$ cat src/lvl_pkg.sv
// constants, register map and gain table for the automatic level limiter
// assumes a 250 MHz mclk and a host register port behind a serial bridge
// What this block does
// - enable bit gates; mode field selects behaviour
// - peak watches signal after soft-mute compensation
// - bit 11 picks rectified or decaying peak
// - optional zero-cross deferral of gain changes
// - limiter zero-cross forces gain-stage zero-cross
// - enable loads maximum gain at once
// - gain stays between upper and lower limits
// - attack steps down, interval doubles per code
// - attack stops 1.5 dB below target
// - release steps up, interval doubles per code
// - gain rises only after full hold time
// - attack immediate; release only after hold
// - compare peak after every attack/release step
// - target is fraction of full scale
// - mode 000: clip starts attack immediately
// - per-event attenuation capped by clip field
// - clip modes floor attenuation at -32 dB
// - new clip event grants another attenuation cap
// - clip modes hold until quiet, then release
// - mode 001: clip and low battery
// - mode 010: peak above target triggers
package lvl_pkg;
    // register offsets
    localparam logic [7:0]  ADDR_GAIN_DETECT = 8'h2c;
    localparam logic [7:0]  ADDR_TIMING      = 8'h2d;
    localparam logic [7:0]  ADDR_ENABLE_MODE = 8'h2e;
    localparam logic [7:0]  ADDR_CLIP_STEP   = 8'h2f;
    localparam logic [7:0]  ADDR_CLIP_DET    = 8'h69;
    localparam logic [7:0]  ADDR_STATUS      = 8'h30;
    localparam logic [15:0] RST_REG          = 16'h0000;
    // field positions
    localparam int EN_BIT = 15, MODE_HI = 14, MODE_LO = 12, VBAT_HI = 9, VBAT_LO = 5;
    localparam int ZC_BIT = 14, PK_BIT = 11, UP_HI = 7, UP_LO = 5, LO_HI = 3, LO_LO = 1;
    localparam int REL_HI = 15, REL_LO = 12, ATK_HI = 11, ATK_LO = 8;
    localparam int HOLD_HI = 7, HOLD_LO = 4, TGT_HI = 3, TGT_LO = 1;
    localparam int GSZC_BIT = 14, CAP_HI = 12, CAP_LO = 10, CLIPDET_BIT = 4;
    // limiter modes
    localparam logic [2:0] MODE_CLIP        = 3'h0;
    localparam logic [2:0] MODE_LOWBAT_CLIP = 3'h1;
    localparam logic [2:0] MODE_NORMAL      = 3'h2;
    // timing, least times round up to whole cycles
    localparam int CLK_PERIOD_PS = 4000;
    localparam int ATK_BASE_NS   = 2000;
    localparam int REL_BASE_US   = 500;
    localparam int HOLD_BASE_MS  = 1;
    localparam int ATK_BASE_CYC  = (ATK_BASE_NS * 1000 + CLK_PERIOD_PS - 1) / CLK_PERIOD_PS;
    localparam int REL_BASE_CYC  = (REL_BASE_US * 1000000 + CLK_PERIOD_PS - 1) / CLK_PERIOD_PS;
    localparam int HOLD_BASE_CYC = (HOLD_BASE_MS * 1000000000 + CLK_PERIOD_PS - 1)
                                   / CLK_PERIOD_PS;
    localparam logic [3:0] ATK_MAX_SHIFT  = 4'hb;
    localparam logic [3:0] REL_MAX_SHIFT  = 4'hb;
    localparam logic [3:0] HOLD_MAX_SHIFT = 4'h9;
    // attenuation in 0.1875 dB steps
    localparam logic [7:0] LO_ATTEN_BASE   = 8'h20;
    localparam logic [7:0] CLIP_ATTEN_FLOOR = 8'haa;
    localparam int         PEAK_DECAY_SH   = 6;
    // 2^(-k/32) in q1.15, one 6 dB octave of gain
    localparam logic [15:0] GAIN_TBL [32] = '{
        16'h8000, 16'h7d42, 16'h7a93, 16'h77f3, 16'h7560, 16'h72dd, 16'h7066, 16'h6dfe,
        16'h6ba2, 16'h6954, 16'h6712, 16'h64dd, 16'h62b4, 16'h6096, 16'h5e84, 16'h5c7e,
        16'h5a82, 16'h5892, 16'h56ac, 16'h54d1, 16'h52ff, 16'h5138, 16'h4f7a, 16'h4dc6,
        16'h4c1c, 16'h4a7a, 16'h48e2, 16'h4752, 16'h45cb, 16'h444c, 16'h42d5, 16'h4167};
    typedef enum logic [1:0] {st_idle, st_attack, st_hold, st_release} lvl_state_t;
endpackage

$ cat src/lvl_limiter.sv
// level limiter: sample fifo, digital gain stage, peak detector, control fsm
// assumes samples after soft-mute compensation and a synchronous clip flag
`timescale 1ns/100ps

module lvl_fifo #(
    parameter int WIDTH = 16,
    parameter int DEPTH = 8
) (
    input  wire logic             mclk,
    input  wire logic             rst,
    input  wire logic             wr_valid,
    output logic                  wr_ready,
    input  wire logic [WIDTH-1:0] wr_data,
    output logic                  rd_valid,
    input  wire logic             rd_ready,
    output logic [WIDTH-1:0]      rd_data
);
    localparam int AW = $clog2(DEPTH);
    logic [WIDTH-1:0] mem [DEPTH];
    logic [AW-1:0]    wp;
    logic [AW-1:0]    rp;
    logic [AW:0]      cnt;
    logic [AW:0]      next_cnt;
    logic             push;
    logic             pop;

    // flags are registered so the ready port comes from a flop
    assign push     = wr_valid & wr_ready;
    assign pop      = rd_valid & rd_ready;
    assign next_cnt = cnt + (AW+1)'(push) - (AW+1)'(pop);
    assign rd_data  = mem[rp];

    // occupancy and flags
    always_ff @(posedge mclk or posedge rst)
    begin
        if (rst)
        begin
            cnt      <= '0;
            wr_ready <= 1'b1;
            rd_valid <= 1'b0;
        end
        else
        begin
            cnt      <= next_cnt;
            wr_ready <= next_cnt != (AW+1)'(DEPTH);
            rd_valid <= next_cnt != '0;
        end
    end

    // pointers, depth must be a power of two
    always_ff @(posedge mclk or posedge rst)
    begin
        if (rst)
        begin
            wp <= '0;
            rp <= '0;
        end
        else
        begin
            if (push)
                wp <= wp + 1'b1;
            if (pop)
                rp <= rp + 1'b1;
        end
    end

    // storage, no reset needed
    always_ff @(posedge mclk)
    begin
        if (push)
            mem[wp] <= wr_data;
    end
endmodule

module lvl_limiter #(
    parameter int ATK_BASE_CYC  = lvl_pkg::ATK_BASE_CYC,
    parameter int REL_BASE_CYC  = lvl_pkg::REL_BASE_CYC,
    parameter int HOLD_BASE_CYC = lvl_pkg::HOLD_BASE_CYC
) (
    input  wire logic        mclk,
    input  wire logic        rst,
    input  wire logic        reg_wr,
    input  wire logic        reg_rd,
    input  wire logic [7:0]  reg_addr,
    input  wire logic [15:0] reg_wdata,
    output logic [15:0]      reg_rdata,
    input  wire logic        in_valid,
    output logic             in_ready,
    input  wire logic [15:0] in_data,
    output logic             out_valid,
    input  wire logic        out_ready,
    output logic [15:0]      out_data,
    input  wire logic        clip_detect,
    input  wire logic [4:0]  vbat_level,
    output logic             clip_detect_enable,
    output logic             gain_stage_zc,
    output logic [7:0]       gain_atten
);
    logic [15:0] cfg_gd;
    logic [15:0] cfg_tt;
    logic [15:0] cfg_em;
    logic [15:0] cfg_cs;
    logic [15:0] cfg_cd;
    lvl_pkg::lvl_state_t state;
    logic [31:0] step_cnt;
    logic [4:0]  ev_cnt;
    logic [7:0]  atten;
    logic [15:0] peak;
    logic        en_q;
    logic        clip_q;
    logic        prev_sign;
    logic        fifo_valid;
    logic        fifo_ready;
    logic [15:0] fifo_data;
    logic        en;
    logic        en_rise;
    logic [2:0]  mode;
    logic        clip_mode;
    logic [7:0]  up_atten;
    logic [7:0]  lo_raw;
    logic [7:0]  lo_atten;
    logic [4:0]  cap_steps;
    logic [31:0] atk_iv;
    logic [31:0] rel_iv;
    logic [31:0] hold_cyc;
    logic [15:0] target;
    logic [15:0] below_thr;
    logic        peak_low;
    logic        trig_lvl;
    logic        clip_ev;
    logic        tick;
    logic        do_down;
    logic        do_up;
    logic        atk_exit;
    logic        hold_trig;
    logic        rel_trig;
    logic        hold_quiet;
    logic        proc;
    logic        zc_hit;
    logic [15:0] gain_lin;
    logic signed [32:0] prod;
    logic [15:0] gained;
    logic [15:0] mag;

    // interval of 2^code base periods, minus one for a down-counter
    function automatic logic [31:0] step_interval(input logic [31:0] base,
                                                  input logic [3:0]  code,
                                                  input logic [3:0]  max_sh);
        logic [3:0] sh;
        sh = (code > max_sh) ? max_sh : code;
        return (base << sh) - 32'h1;
    endfunction

    // samples queue here so the gain stage can stall the source
    lvl_fifo #(.WIDTH(16), .DEPTH(8)) u_fifo (
        .mclk     (mclk),
        .rst      (rst),
        .wr_valid (in_valid),
        .wr_ready (in_ready),
        .wr_data  (in_data),
        .rd_valid (fifo_valid),
        .rd_ready (fifo_ready),
        .rd_data  (fifo_data)
    );

    // register writes
    always_ff @(posedge mclk or posedge rst)
    begin
        if (rst)
        begin
            cfg_gd <= lvl_pkg::RST_REG;
            cfg_tt <= lvl_pkg::RST_REG;
            cfg_em <= lvl_pkg::RST_REG;
            cfg_cs <= lvl_pkg::RST_REG;
            cfg_cd <= lvl_pkg::RST_REG;
        end
        else if (reg_wr)
        begin
            case (reg_addr)
                lvl_pkg::ADDR_GAIN_DETECT: cfg_gd <= reg_wdata;
                lvl_pkg::ADDR_TIMING:      cfg_tt <= reg_wdata;
                lvl_pkg::ADDR_ENABLE_MODE: cfg_em <= reg_wdata;
                lvl_pkg::ADDR_CLIP_STEP:   cfg_cs <= reg_wdata;
                lvl_pkg::ADDR_CLIP_DET:    cfg_cd <= reg_wdata;
                default:                   ;
            endcase
        end
    end

    // register reads, unmapped addresses read zero
    always_ff @(posedge mclk or posedge rst)
    begin
        if (rst)
            reg_rdata <= 16'h0000;
        else if (reg_rd)
        begin
            case (reg_addr)
                lvl_pkg::ADDR_GAIN_DETECT: reg_rdata <= cfg_gd;
                lvl_pkg::ADDR_TIMING:      reg_rdata <= cfg_tt;
                lvl_pkg::ADDR_ENABLE_MODE: reg_rdata <= cfg_em;
                lvl_pkg::ADDR_CLIP_STEP:   reg_rdata <= cfg_cs;
                lvl_pkg::ADDR_CLIP_DET:    reg_rdata <= cfg_cd;
                lvl_pkg::ADDR_STATUS:      reg_rdata <= {6'h00, 2'(state), gain_atten};
                default:                   reg_rdata <= 16'h0000;
            endcase
        end
    end

    // field decode and limits
    always_comb
    begin
        en        = cfg_em[lvl_pkg::EN_BIT];
        mode      = cfg_em[lvl_pkg::MODE_HI:lvl_pkg::MODE_LO];
        clip_mode = (mode == lvl_pkg::MODE_CLIP) || (mode == lvl_pkg::MODE_LOWBAT_CLIP);
        en_rise   = en & ~en_q;
        // limit window, 1.5 dB per upper code
        up_atten  = {2'b00, ~cfg_gd[lvl_pkg::UP_HI:lvl_pkg::UP_LO], 3'b000};
        lo_raw    = {1'b0, ~cfg_gd[lvl_pkg::LO_HI:lvl_pkg::LO_LO], 4'h0} + lvl_pkg::LO_ATTEN_BASE;
        if (clip_mode && lo_raw > lvl_pkg::CLIP_ATTEN_FLOOR)
            lo_raw = lvl_pkg::CLIP_ATTEN_FLOOR;
        lo_atten  = (lo_raw < up_atten) ? up_atten : lo_raw;
        // cap in 0.25 dB codes as steps
        cap_steps = 5'(({2'b00, cfg_cs[lvl_pkg::CAP_HI:lvl_pkg::CAP_LO]} << 2) / 5'h03);
        atk_iv    = step_interval(32'(ATK_BASE_CYC), cfg_tt[lvl_pkg::ATK_HI:lvl_pkg::ATK_LO],
                                  lvl_pkg::ATK_MAX_SHIFT);
        rel_iv    = step_interval(32'(REL_BASE_CYC), cfg_tt[lvl_pkg::REL_HI:lvl_pkg::REL_LO],
                                  lvl_pkg::REL_MAX_SHIFT);
        // hold length, code zero means none
        hold_cyc  = 32'h0;
        if (cfg_tt[lvl_pkg::HOLD_HI:lvl_pkg::HOLD_LO] != 4'h0)
            hold_cyc = step_interval(32'(HOLD_BASE_CYC),
                                     cfg_tt[lvl_pkg::HOLD_HI:lvl_pkg::HOLD_LO] - 4'h1,
                                     lvl_pkg::HOLD_MAX_SHIFT);
        // target in eighths of full scale
        target    = {1'b0, cfg_tt[lvl_pkg::TGT_HI:lvl_pkg::TGT_LO], 12'h000} + 16'h1000;
        below_thr = target - (target >> 3) - (target >> 5);
        peak_low  = peak < below_thr;
    end

    // triggers per mode, other mode codes never trigger
    always_comb
    begin
        case (mode)
            lvl_pkg::MODE_CLIP:
            begin
                trig_lvl = clip_detect;
                clip_ev  = clip_detect & ~clip_q;
            end
            lvl_pkg::MODE_LOWBAT_CLIP:
            begin
                trig_lvl = clip_detect & (vbat_level < cfg_em[lvl_pkg::VBAT_HI:lvl_pkg::VBAT_LO]);
                clip_ev  = trig_lvl & ~clip_q;
            end
            lvl_pkg::MODE_NORMAL:
            begin
                trig_lvl = peak > target;
                clip_ev  = 1'b0;
            end
            default:
            begin
                trig_lvl = 1'b0;
                clip_ev  = 1'b0;
            end
        endcase
    end

    // step decisions
    always_comb
    begin
        tick       = step_cnt == 32'h0;
        // no step once the exit condition holds
        do_down    = en && !en_rise && state == lvl_pkg::st_attack && tick
                     && !(clip_mode && ev_cnt >= cap_steps)
                     && !(clip_mode ? !trig_lvl : peak_low);
        do_up      = en && !en_rise && state == lvl_pkg::st_release && tick && !trig_lvl
                     && atten > up_atten;
        atk_exit   = state == lvl_pkg::st_attack && tick
                     && ((clip_mode && ev_cnt >= cap_steps)
                         || (clip_mode ? !trig_lvl : peak_low));
        hold_trig  = state == lvl_pkg::st_hold && (clip_mode ? clip_ev : trig_lvl);
        rel_trig   = state == lvl_pkg::st_release && trig_lvl;
        // quiet means no clip and low peak
        hold_quiet = peak_low && !(clip_mode && clip_detect);
    end

    // control state machine
    always_ff @(posedge mclk or posedge rst)
    begin
        if (rst)
        begin
            state    <= lvl_pkg::st_idle;
            step_cnt <= 32'h0;
        end
        else if (!en)
        begin
            state    <= lvl_pkg::st_idle;
            step_cnt <= 32'h0;
        end
        else if (en_rise)
        begin
            state    <= lvl_pkg::st_release;
            step_cnt <= rel_iv;
        end
        else
        begin
            case (state)
                lvl_pkg::st_attack:
                begin
                    if (atk_exit)
                    begin
                        state    <= lvl_pkg::st_hold;
                        step_cnt <= hold_cyc;
                    end
                    else if (tick)
                        step_cnt <= atk_iv;
                    else
                        step_cnt <= step_cnt - 32'h1;
                end
                lvl_pkg::st_hold:
                begin
                    if (hold_trig)
                    begin
                        state    <= lvl_pkg::st_attack;
                        step_cnt <= 32'h0;
                    end
                    else if (!hold_quiet)
                        step_cnt <= hold_cyc;
                    else if (tick)
                    begin
                        state    <= lvl_pkg::st_release;
                        step_cnt <= rel_iv;
                    end
                    else
                        step_cnt <= step_cnt - 32'h1;
                end
                lvl_pkg::st_release:
                begin
                    if (rel_trig)
                    begin
                        state    <= lvl_pkg::st_attack;
                        step_cnt <= 32'h0;
                    end
                    else if (tick)
                        step_cnt <= rel_iv;
                    else
                        step_cnt <= step_cnt - 32'h1;
                end
                default:
                begin
                    state    <= lvl_pkg::st_release;
                    step_cnt <= rel_iv;
                end
            endcase
        end
    end

    // steps taken in the current clip event
    always_ff @(posedge mclk or posedge rst)
    begin
        if (rst)
            ev_cnt <= 5'h00;
        // new event grants a fresh cap
        else if (!en || hold_trig || rel_trig || (clip_ev && state == lvl_pkg::st_attack))
            ev_cnt <= 5'h00;
        else if (do_down)
            ev_cnt <= ev_cnt + 5'h01;
    end

    // requested attenuation
    always_ff @(posedge mclk or posedge rst)
    begin
        if (rst)
            atten <= 8'h00;
        else if (!en)
            atten <= 8'h00;
        else if (en_rise)
            atten <= up_atten;
        else if (do_down)
            atten <= (atten >= lo_atten) ? lo_atten : atten + 8'h01;
        else if (do_up)
            atten <= atten - 8'h01;
        else if (atten < up_atten)
            atten <= up_atten;
        else if (atten > lo_atten)
            atten <= lo_atten;
    end

    // gain stage, applied gain comes from the table then whole octaves
    assign gain_lin   = lvl_pkg::GAIN_TBL[gain_atten[4:0]] >> gain_atten[7:5];
    assign prod       = $signed({fifo_data[15], fifo_data}) * $signed({17'h00000, gain_lin});
    assign gained     = prod[30:15];
    assign fifo_ready = ~out_valid | out_ready;
    assign proc       = fifo_valid & fifo_ready;
    assign mag        = gained[15] ? 16'(-gained) : gained;
    assign zc_hit     = proc && (fifo_data == 16'h0000 || fifo_data[15] != prev_sign);

    // output register
    always_ff @(posedge mclk or posedge rst)
    begin
        if (rst)
        begin
            out_valid <= 1'b0;
            out_data  <= 16'h0000;
        end
        else if (proc)
        begin
            out_valid <= 1'b1;
            out_data  <= gained;
        end
        else if (out_ready)
            out_valid <= 1'b0;
    end

    always_ff @(posedge mclk or posedge rst)
    begin
        if (rst)
            peak <= 16'h0000;
        else if (!en)
            peak <= 16'h0000;
        else if (proc)
        begin
            if (!cfg_gd[lvl_pkg::PK_BIT])
                peak <= mag;
            else if (mag >= peak)
                peak <= mag;
            else
                peak <= peak - (peak >> lvl_pkg::PEAK_DECAY_SH);
        end
    end

    // applied gain, zero-cross deferral trades response for fewer clicks
    always_ff @(posedge mclk or posedge rst)
    begin
        if (rst)
            gain_atten <= 8'h00;
        else if (!en)
            gain_atten <= 8'h00;
        else if (en_rise)
            gain_atten <= up_atten;
        else if (!cfg_gd[lvl_pkg::ZC_BIT] || zc_hit)
            gain_atten <= atten;
    end

    // edge history and pin outputs
    always_ff @(posedge mclk or posedge rst)
    begin
        if (rst)
        begin
            en_q               <= 1'b0;
            clip_q             <= 1'b0;
            prev_sign          <= 1'b0;
            gain_stage_zc      <= 1'b0;
            clip_detect_enable <= 1'b0;
        end
        else
        begin
            en_q   <= en;
            clip_q <= (mode == lvl_pkg::MODE_LOWBAT_CLIP) ? trig_lvl : clip_detect;
            if (proc)
                prev_sign <= fifo_data[15];
            gain_stage_zc      <= cfg_cs[lvl_pkg::GSZC_BIT] | cfg_gd[lvl_pkg::ZC_BIT];
            clip_detect_enable <= cfg_cd[lvl_pkg::CLIPDET_BIT];
        end
    end
endmodule

$ cat config.mk
export PLATFORM = sky130hd
export DESIGN_NAME = lvl_limiter
export DESIGN_NICKNAME = d
export VERILOG_FILES = /design/src/lvl_pkg.sv /design/src/lvl_limiter.sv
export SDC_FILE = /design/constraint.sdc
export NUM_CORES = 2
export LEC_CHECK = 0
export BUFFER_PORTS_ARGS = -buffer_cell sky130_fd_sc_hd__buf_4
export CAP_MARGIN = 25
export CORE_ASPECT_RATIO = 0.75
export CORE_MARGIN = 2
export CORE_UTILIZATION = 65
export CTS_BUF_LIST = sky130_fd_sc_hd__clkbuf_16
export DETAILED_ROUTE_END_ITERATION = 8
export GPL_TIMING_DRIVEN = 0
export MAX_ROUTING_LAYER = met4
export PLACE_DENSITY = 0.84
export SLEW_MARGIN = 10
export SYNTH_ARGS = -nofsm -noshare
export SYNTH_HDL_FRONTEND = slang
export SYNTH_SLANG_ARGS = --single-unit
export TNS_END_PERCENT = 5
$ cat constraint.sdc
create_clock -name mclk -period 30 [get_ports mclk]
set_input_delay 4.5 -clock mclk [delete_from_list [all_inputs] [get_ports mclk]]
set_output_delay 4.5 -clock mclk [all_outputs]
set_load 0.02 [all_outputs]
Yosys cells after proc, flatten, opt, wreduce, memory -nomap -nowiden

Memory sizes are Yosys's and may differ from the RTL's.
Cells that the tools add are included.

Bits in registers: 201
Memory bits (writable): 128
Bits in read-only memories: 512
Input port bits: 52
Output and inout port bits: 44
Word-level logic and storage cells: 197
Memories kept: 2

Add/sub/neg operators: 18
Multipliers: 1
Div/mod/pow operators: 1
Order comparisons: 15
Eq/ne operators: 20
Shifts and indexed selects: 4
Muxes and demuxes: 52
Bitwise gates (word level): 14
Reductions and logical operators: 46

Memories:

| name            | words | bits a word | rd ports | clocked after Yosys merged registers in | wr ports | RTL line           | text |
|---|---|---|---|---|---|---|---|
| (no name shown) | 32    | 16          | 1        | 0                                       | 0        | lvl_limiter.sv:389 | `assign gain_lin = lvl_pkg::GAIN_TBL[gain_atten[4:0]] >> gain_atten[7:5];` |
| u_fifo.mem      | 8     | 16          | 1        | 0                                       | 1        | lvl_limiter.sv:19  | `logic [WIDTH-1:0] mem [DEPTH];` |

Operators by type and width:

| cell                                                 | number |
|---|---|
| two-way mux 32 bit                                   | 9 |
| subtractor 32 x 1 -> 32 bit (second input constant)  | 4 |
| two-way mux 16 bit                                   | 7 |
| two-way mux 8 bit                                    | 12 |
| one-hot mux 16 bit (6 select lines)                  | 1 |
| one-hot mux 32 bit (3 select lines)                  | 1 |
| equality test 8 x 6 -> 1 bit (second input constant) | 5 |
| logical NOT 32 bit                                   | 1 |
| left shift 17 x 4 -> 32 bit (first input constant)   | 1 |
| left shift 18 x 4 -> 32 bit (first input constant)   | 1 |
| left shift 9 x 4 -> 32 bit (first input constant)    | 1 |
| multiplier 16 x 17 -> 31 bit                         | 1 |
| logical AND 1 bit                                    | 19 |
| adder 15 x 13 -> 16 bit (second input constant)      | 1 |
| >= comparator 16 bit                                 | 1 |
| > comparator 16 bit                                  | 1 |
| logical NOT 16 bit                                   | 1 |
| less-than comparator 16 bit                          | 1 |
| less-than comparator 8 x 6 -> 1 bit                  | 2 |
| negation 16 bit                                      | 1 |
| >> shifter 16 x 3 -> 16 bit                          | 1 |
| subtractor 16 x 10 -> 16 bit                         | 1 |
| subtractor 16 x 11 -> 16 bit                         | 1 |
| subtractor 16 x 13 -> 16 bit                         | 1 |
| 47 further kinds                                     | 96 |

Depth between registers and ports, before layout

Depth after elaboration: 14
Gate-level depth with buffers: 52

Hierarchy

A second synthesis with hierarchy kept.

Cells, all modules: 3,172
Area, all modules: 29,891.2 µm²

By module, submodules not included:

| module      | times used | cells an instance | area an instance (µm²) | seq. area each (µm²) |
|---|---|---|---|---|
| lvl_limiter | 1          | 2,925             | 24,352.1               | 4,729.5 |
| lvl_fifo    | 1          | 247               | 5,539.1                | 4,145.2 |

Least setup slack after synthesis

Ideal clock, no wire load.

Kind: register to register
From: reg gain_atten[1]
To: reg peak[11]
Library setup time: 136 ps
Arrival time: 11,546 ps
Setup slack: 18,317 ps
Cell stages (with the launch flop): 47
Path buffers: 6
Period minus slack after synthesis: 11,683 ps
Cell sequence: dfrtp_1 buf_2 inv_2 ha_1 buf_2 a21o_1 o21ai_1 o22ai_1 a221oi_2 nor2_1 o21ai_0 clkbuf_1 nand2_1 fa_1 fa_1 inv_1 fa_1 fa_1 (+11 left out) nand2b_1 a311oi_4 buf_4 mux2i_1 ha_1 a21o_1 a21o_1 a21o_1 a211o_1 a21oi_1 o21ai_0 a211oi_1 or2_2 clkbuf_1 clkbuf_1 nor3_1 mux2i_1 a31oi_1

Cells in the longest elaborated chain, start to end: 13

RTL lines:

| element                                                  | RTL line           | text |
|---|---|---|
| start: declaration                                       | lvl_limiter.sv:97  | `output logic [7:0] gain_atten` |
| start signal: assignment                                 | lvl_limiter.sv:439 | `gain_atten <= up_atten;` |
| start signal: assignment                                 | lvl_limiter.sv:441 | `gain_atten <= atten;` |
| inverter 5 -> 6 bit (not written as such) *              | lvl_limiter.sv:389 |  |
| memory read (32 x 16 bit) *                              | -                  |  |
| two-way mux 16 bit (not written as such) * (2 in series) | lvl_limiter.sv:389 |  |
| >> shifter 16 x 3 -> 16 bit *                            | lvl_limiter.sv:389 |  |
| multiplier 16 x 17 -> 31 bit *                           | lvl_limiter.sv:390 | `assign prod = $signed({fifo_data[15], fifo_data}) * $signed({17'h00000, gain_lin});` |
| negation 16 bit                                          | lvl_limiter.sv:394 | `assign mag = gained[15] ? 16'(-gained) : gained;` |
| two-way mux 16 bit *                                     | lvl_limiter.sv:394 |  |
| >= comparator 16 bit                                     | lvl_limiter.sv:424 | `else if (mag >= peak)` |
| two-way mux 16 bit                                       | lvl_limiter.sv:424 |  |
| two-way mux 16 bit *                                     | lvl_limiter.sv:422 | `if (!cfg_gd[lvl_pkg::PK_BIT])` |
| two-way mux 16 bit *                                     | lvl_limiter.sv:420 | `else if (proc)` |
| two-way mux 16 bit *                                     | lvl_limiter.sv:418 | `else if (!en)` |
| end signal: assignment                                   | lvl_limiter.sv:423 | `peak <= mag;` |
| end signal: assignment                                   | lvl_limiter.sv:425 | `peak <= mag;` |
| end signal: assignment                                   | lvl_limiter.sv:427 | `peak <= peak - (peak >> lvl_pkg::PEAK_DECAY_SH);` |
| end: declaration                                         | lvl_limiter.sv:108 | `logic [15:0] peak;` |

Mark *: on every way between the ends. The rest lies on a longest branch, timed or not. The select of a mux whose other input is x is not followed.
A chain may end at the register's enable or synchronous reset.

Worst setup path after layout

From: reg gain_atten[1]
To: reg peak[13]

Same word-level chain as after synthesis.

==> key figures <==
Worst setup path
  – Critical path class: reg2reg
  – Max stage delay on crit path: 0.89 ns
  – Slowest CP cell: o31ai_1
  – Worst Path Arrival: 16.06 ns
  – Crit. End Element: register
  – Critical path required time: a little over 30 ns
  – Critical path's most frequent cell: fa_1
  – CP Launch Type: register
  – Max Fanout on Critical Path: 10

Yosys
  – Post-synth ARST share: 61.1%
  – Seq/Total Area, Yosys: 29.7%
  – Syn Std Cell Area: around 0.03 mm²
  – Most frequent cells after synthesis: inv_1, nor2_1, nand2_1
  – Largest family of logic cells by synthesized area: adder cells
  – Synth top area cells: dfrtp_1, fa_1, edfxtp_1
  – Compound-Gate Fraction of Synth Area: 14.5%
  – Synth Register Bits: 329
  – Mux cell area share after synthesis: a little under 9%
  – Synth Warn #: 0
  – XOR/XNOR Fraction of Synth Area: ~3.3%
  – Yosys top cell area share: 16.8%
  – Post-Syn Instances: 3138
  – Adder-Cell Fraction of Synth Area: 22.3%
  – Post-synthesis simple-gate area fraction: 14.8%
  – Syn nets: 3605
  – Post-synth top area cell: dfrtp_1
  – Most frequent cell after synthesis: inv_1
  – Post-synth EDFFs: 128
  – Netlist cell types: 105
  – Ys flop type: dfrtp_1
  – Synth Area per Inst: 9.52 µm²

Global routing
  – Global-route wire length before repair: 157000 µm
  – Vias in the first global route: 26800
  – Gr ovfl total: 0
  – GR Layer Usage met2: around 62%
  – Grt met1 use: 60.9%
  – GR Util All Layers: 44.7%
  – Initial antenna violation count: 4
  – Largest net degree at the start of global routing: 108
  – M3 GR Usage: 13.5%
  – Most used routing layer: met2

Cells and area
  – Layout Cells excl Fill: around 3900
  – Layout area overhead: 9.75%
  – Share of cells above drive strength 1: 12.3%
  – Final nets: 3760

Clock network
  – Post-CTS Resized: 0
  – CTS tree: yes
  – CTS sink count: 329
  – Cts hold-fix bufs: 0
  – Worst skew pair latency: between 0.5 and 0.6 ns
  – Clk slew on worst S/H paths: 0.08 ns
  – H-tree depth: 2
  – CTS max path bufs: 3
  – Root Driver: clkbuf_16
  – TritonCTS buffer count: 34
  – Post-CTS Setup Bufs: 0

Placement
  – RePlAce Congestion: 1.03
  – Number of I/O port buffers: 94
  – Placed instance count: 3833
  – Hpwl dp: 77300 µm

Floorplan
  – Initial Util: 66.4%
  – Die width: 252 µm
  – Die area: between 0.04 and 0.05 mm²
  – Core Rows: 67
  – IO Count: 96
  – CORE AREA: 0.0450 mm²
  – Die Ht: 190 µm

Timing
  – FMAX: 63.9 MHz
  – Final period utilization: 52.1%
  – Setup violators final: 0
  – Setup TNS: 0 ns
  – Slew margin rel.: 22.5%
  – Slew Limit Fails: 0
  – Slew @ Worst Pin: 1.16 ns
  – RSZ-0062 raised after global routing: no
  – Final Skew: ~0.032 ns
  – Final min period: 15.64 ns
  – Final hold violation count: 0

Job
  – Max_cap viols: 0

Outcome
  – Status: finished with violations
  – Failing checks: design-rule violations

Routing
  – Via count: 27100
  – DRC: 4
  – First-iteration detailed-routing DRC count: 4154
  – DR WL/cell: 26.4 µm
  – Final Routed Wirelength: 103000 µm
  – DRT antenna net count: 0
  – Drt pass-1 iters: 9
  – Post-DR vias/cell: 6.94

Min path
  – Min-Delay Path Class: reg2reg
==> logic make-up (layout without fill, tap and decap cells) <==
kind of cell    after synthesis  after routing
compound gates              638            638
xor+xnor                    111            111
fa+ha+maj                   416            416
buf+inv                     509            690
flops                       329            329
mux                         185            185
other cells                   0              3
simple gates                950            950
==> cell usage in the layout (no fill, tap or decap), drive strengths merged, types with 60 or more instances in the layout <==
master / count
inv: 356
nand2: 309
nor2: 308
ha: 220
dfrtp: 200
fa: 195
clkbuf: 159
a21oi: 157
buf: 152
edfxtp: 128
o21ai: 128
mux2: 99
xnor2: 67
nor3: 60
==> per-layer routing <==
metal	routed length (µm)	vias to the layer above	part of all wire, %
li1	-	11200	-
met1	39400	13200	38
met2	42900	2255	42
met3	15300	507	15
met4	5600	0	5.4
met5	0	-	0
==> flip-flops by register name, summed over array words and instances (netlist names), 8 cells and up <==
name and cells:
u_fifo.mem 128, cfg_tt 16, out_data 16, cfg_em 16, peak 16, reg_rdata 16
gain_atten 8, cfg_cd 16, atten 8, step_cnt 32, cfg_gd 16, cfg_cs 16
==> worst max-delay path, delay by kind of cell, from the launching register on <==
kind	cells	cell delay [ns]
buffers and inverters	11	2.81
multiplexers	1	0.33
AO/OA/AOI/OAI	17	6.14
flip-flops	1	0.62
AND/OR/NAND/NOR	9	1.67
adder cells (fa/ha/maj)	9	3.93
==> path summary, 6_finish.rpt <==
| path | startpoint | endpoint | slack, ns | cells after the start |
|---|---|---|---|---|
| worst max-delay path | gain_atten[1] | peak[13] | 14.36 | 47 |
| worst min-delay path | cfg_em[15] | en_q | 0.38 | 0 |
| worst max register to register | gain_atten[1] | peak[13] | 14.36 | 47 |
| worst min register to register | cfg_em[15] | en_q | 0.38 | 0 |
| max in group asynchronous | rst | u_fifo.wr_ready | 24.98 | 3 |
| min in group asynchronous | rst | gain_atten[7] | 4.00 | 2 |
==> per-stage QoR <==
step	hold slack, ns	utilization (%)	cell area, µm²	worst slack [ns]
detailed placement	0.376	70.0	31500	15.02
floorplan	0.352	-	29900	18.32
global route	0.396	72.8	32800	13.74
global placement	0.359	69.6	31300	15.38
CTS	0.379	72.6	32700	14.94
finish	0.381	72.8	32800	14.36
==> cell type report <==
class,count,area (µm²)
inverter,352,1330
antenna,3,7.51
clock buffer,35,876
fill,3114,12200
sequential,329,8870
clock inverter,27,297
timing repair buffer,119,956
tap,586,733
buffer,157,653
multi-input combinational,2300,19100
Power is left out: the tool's default activity adds up to more than one toggle a clock period on the data nets, which glitch-free logic cannot reach.
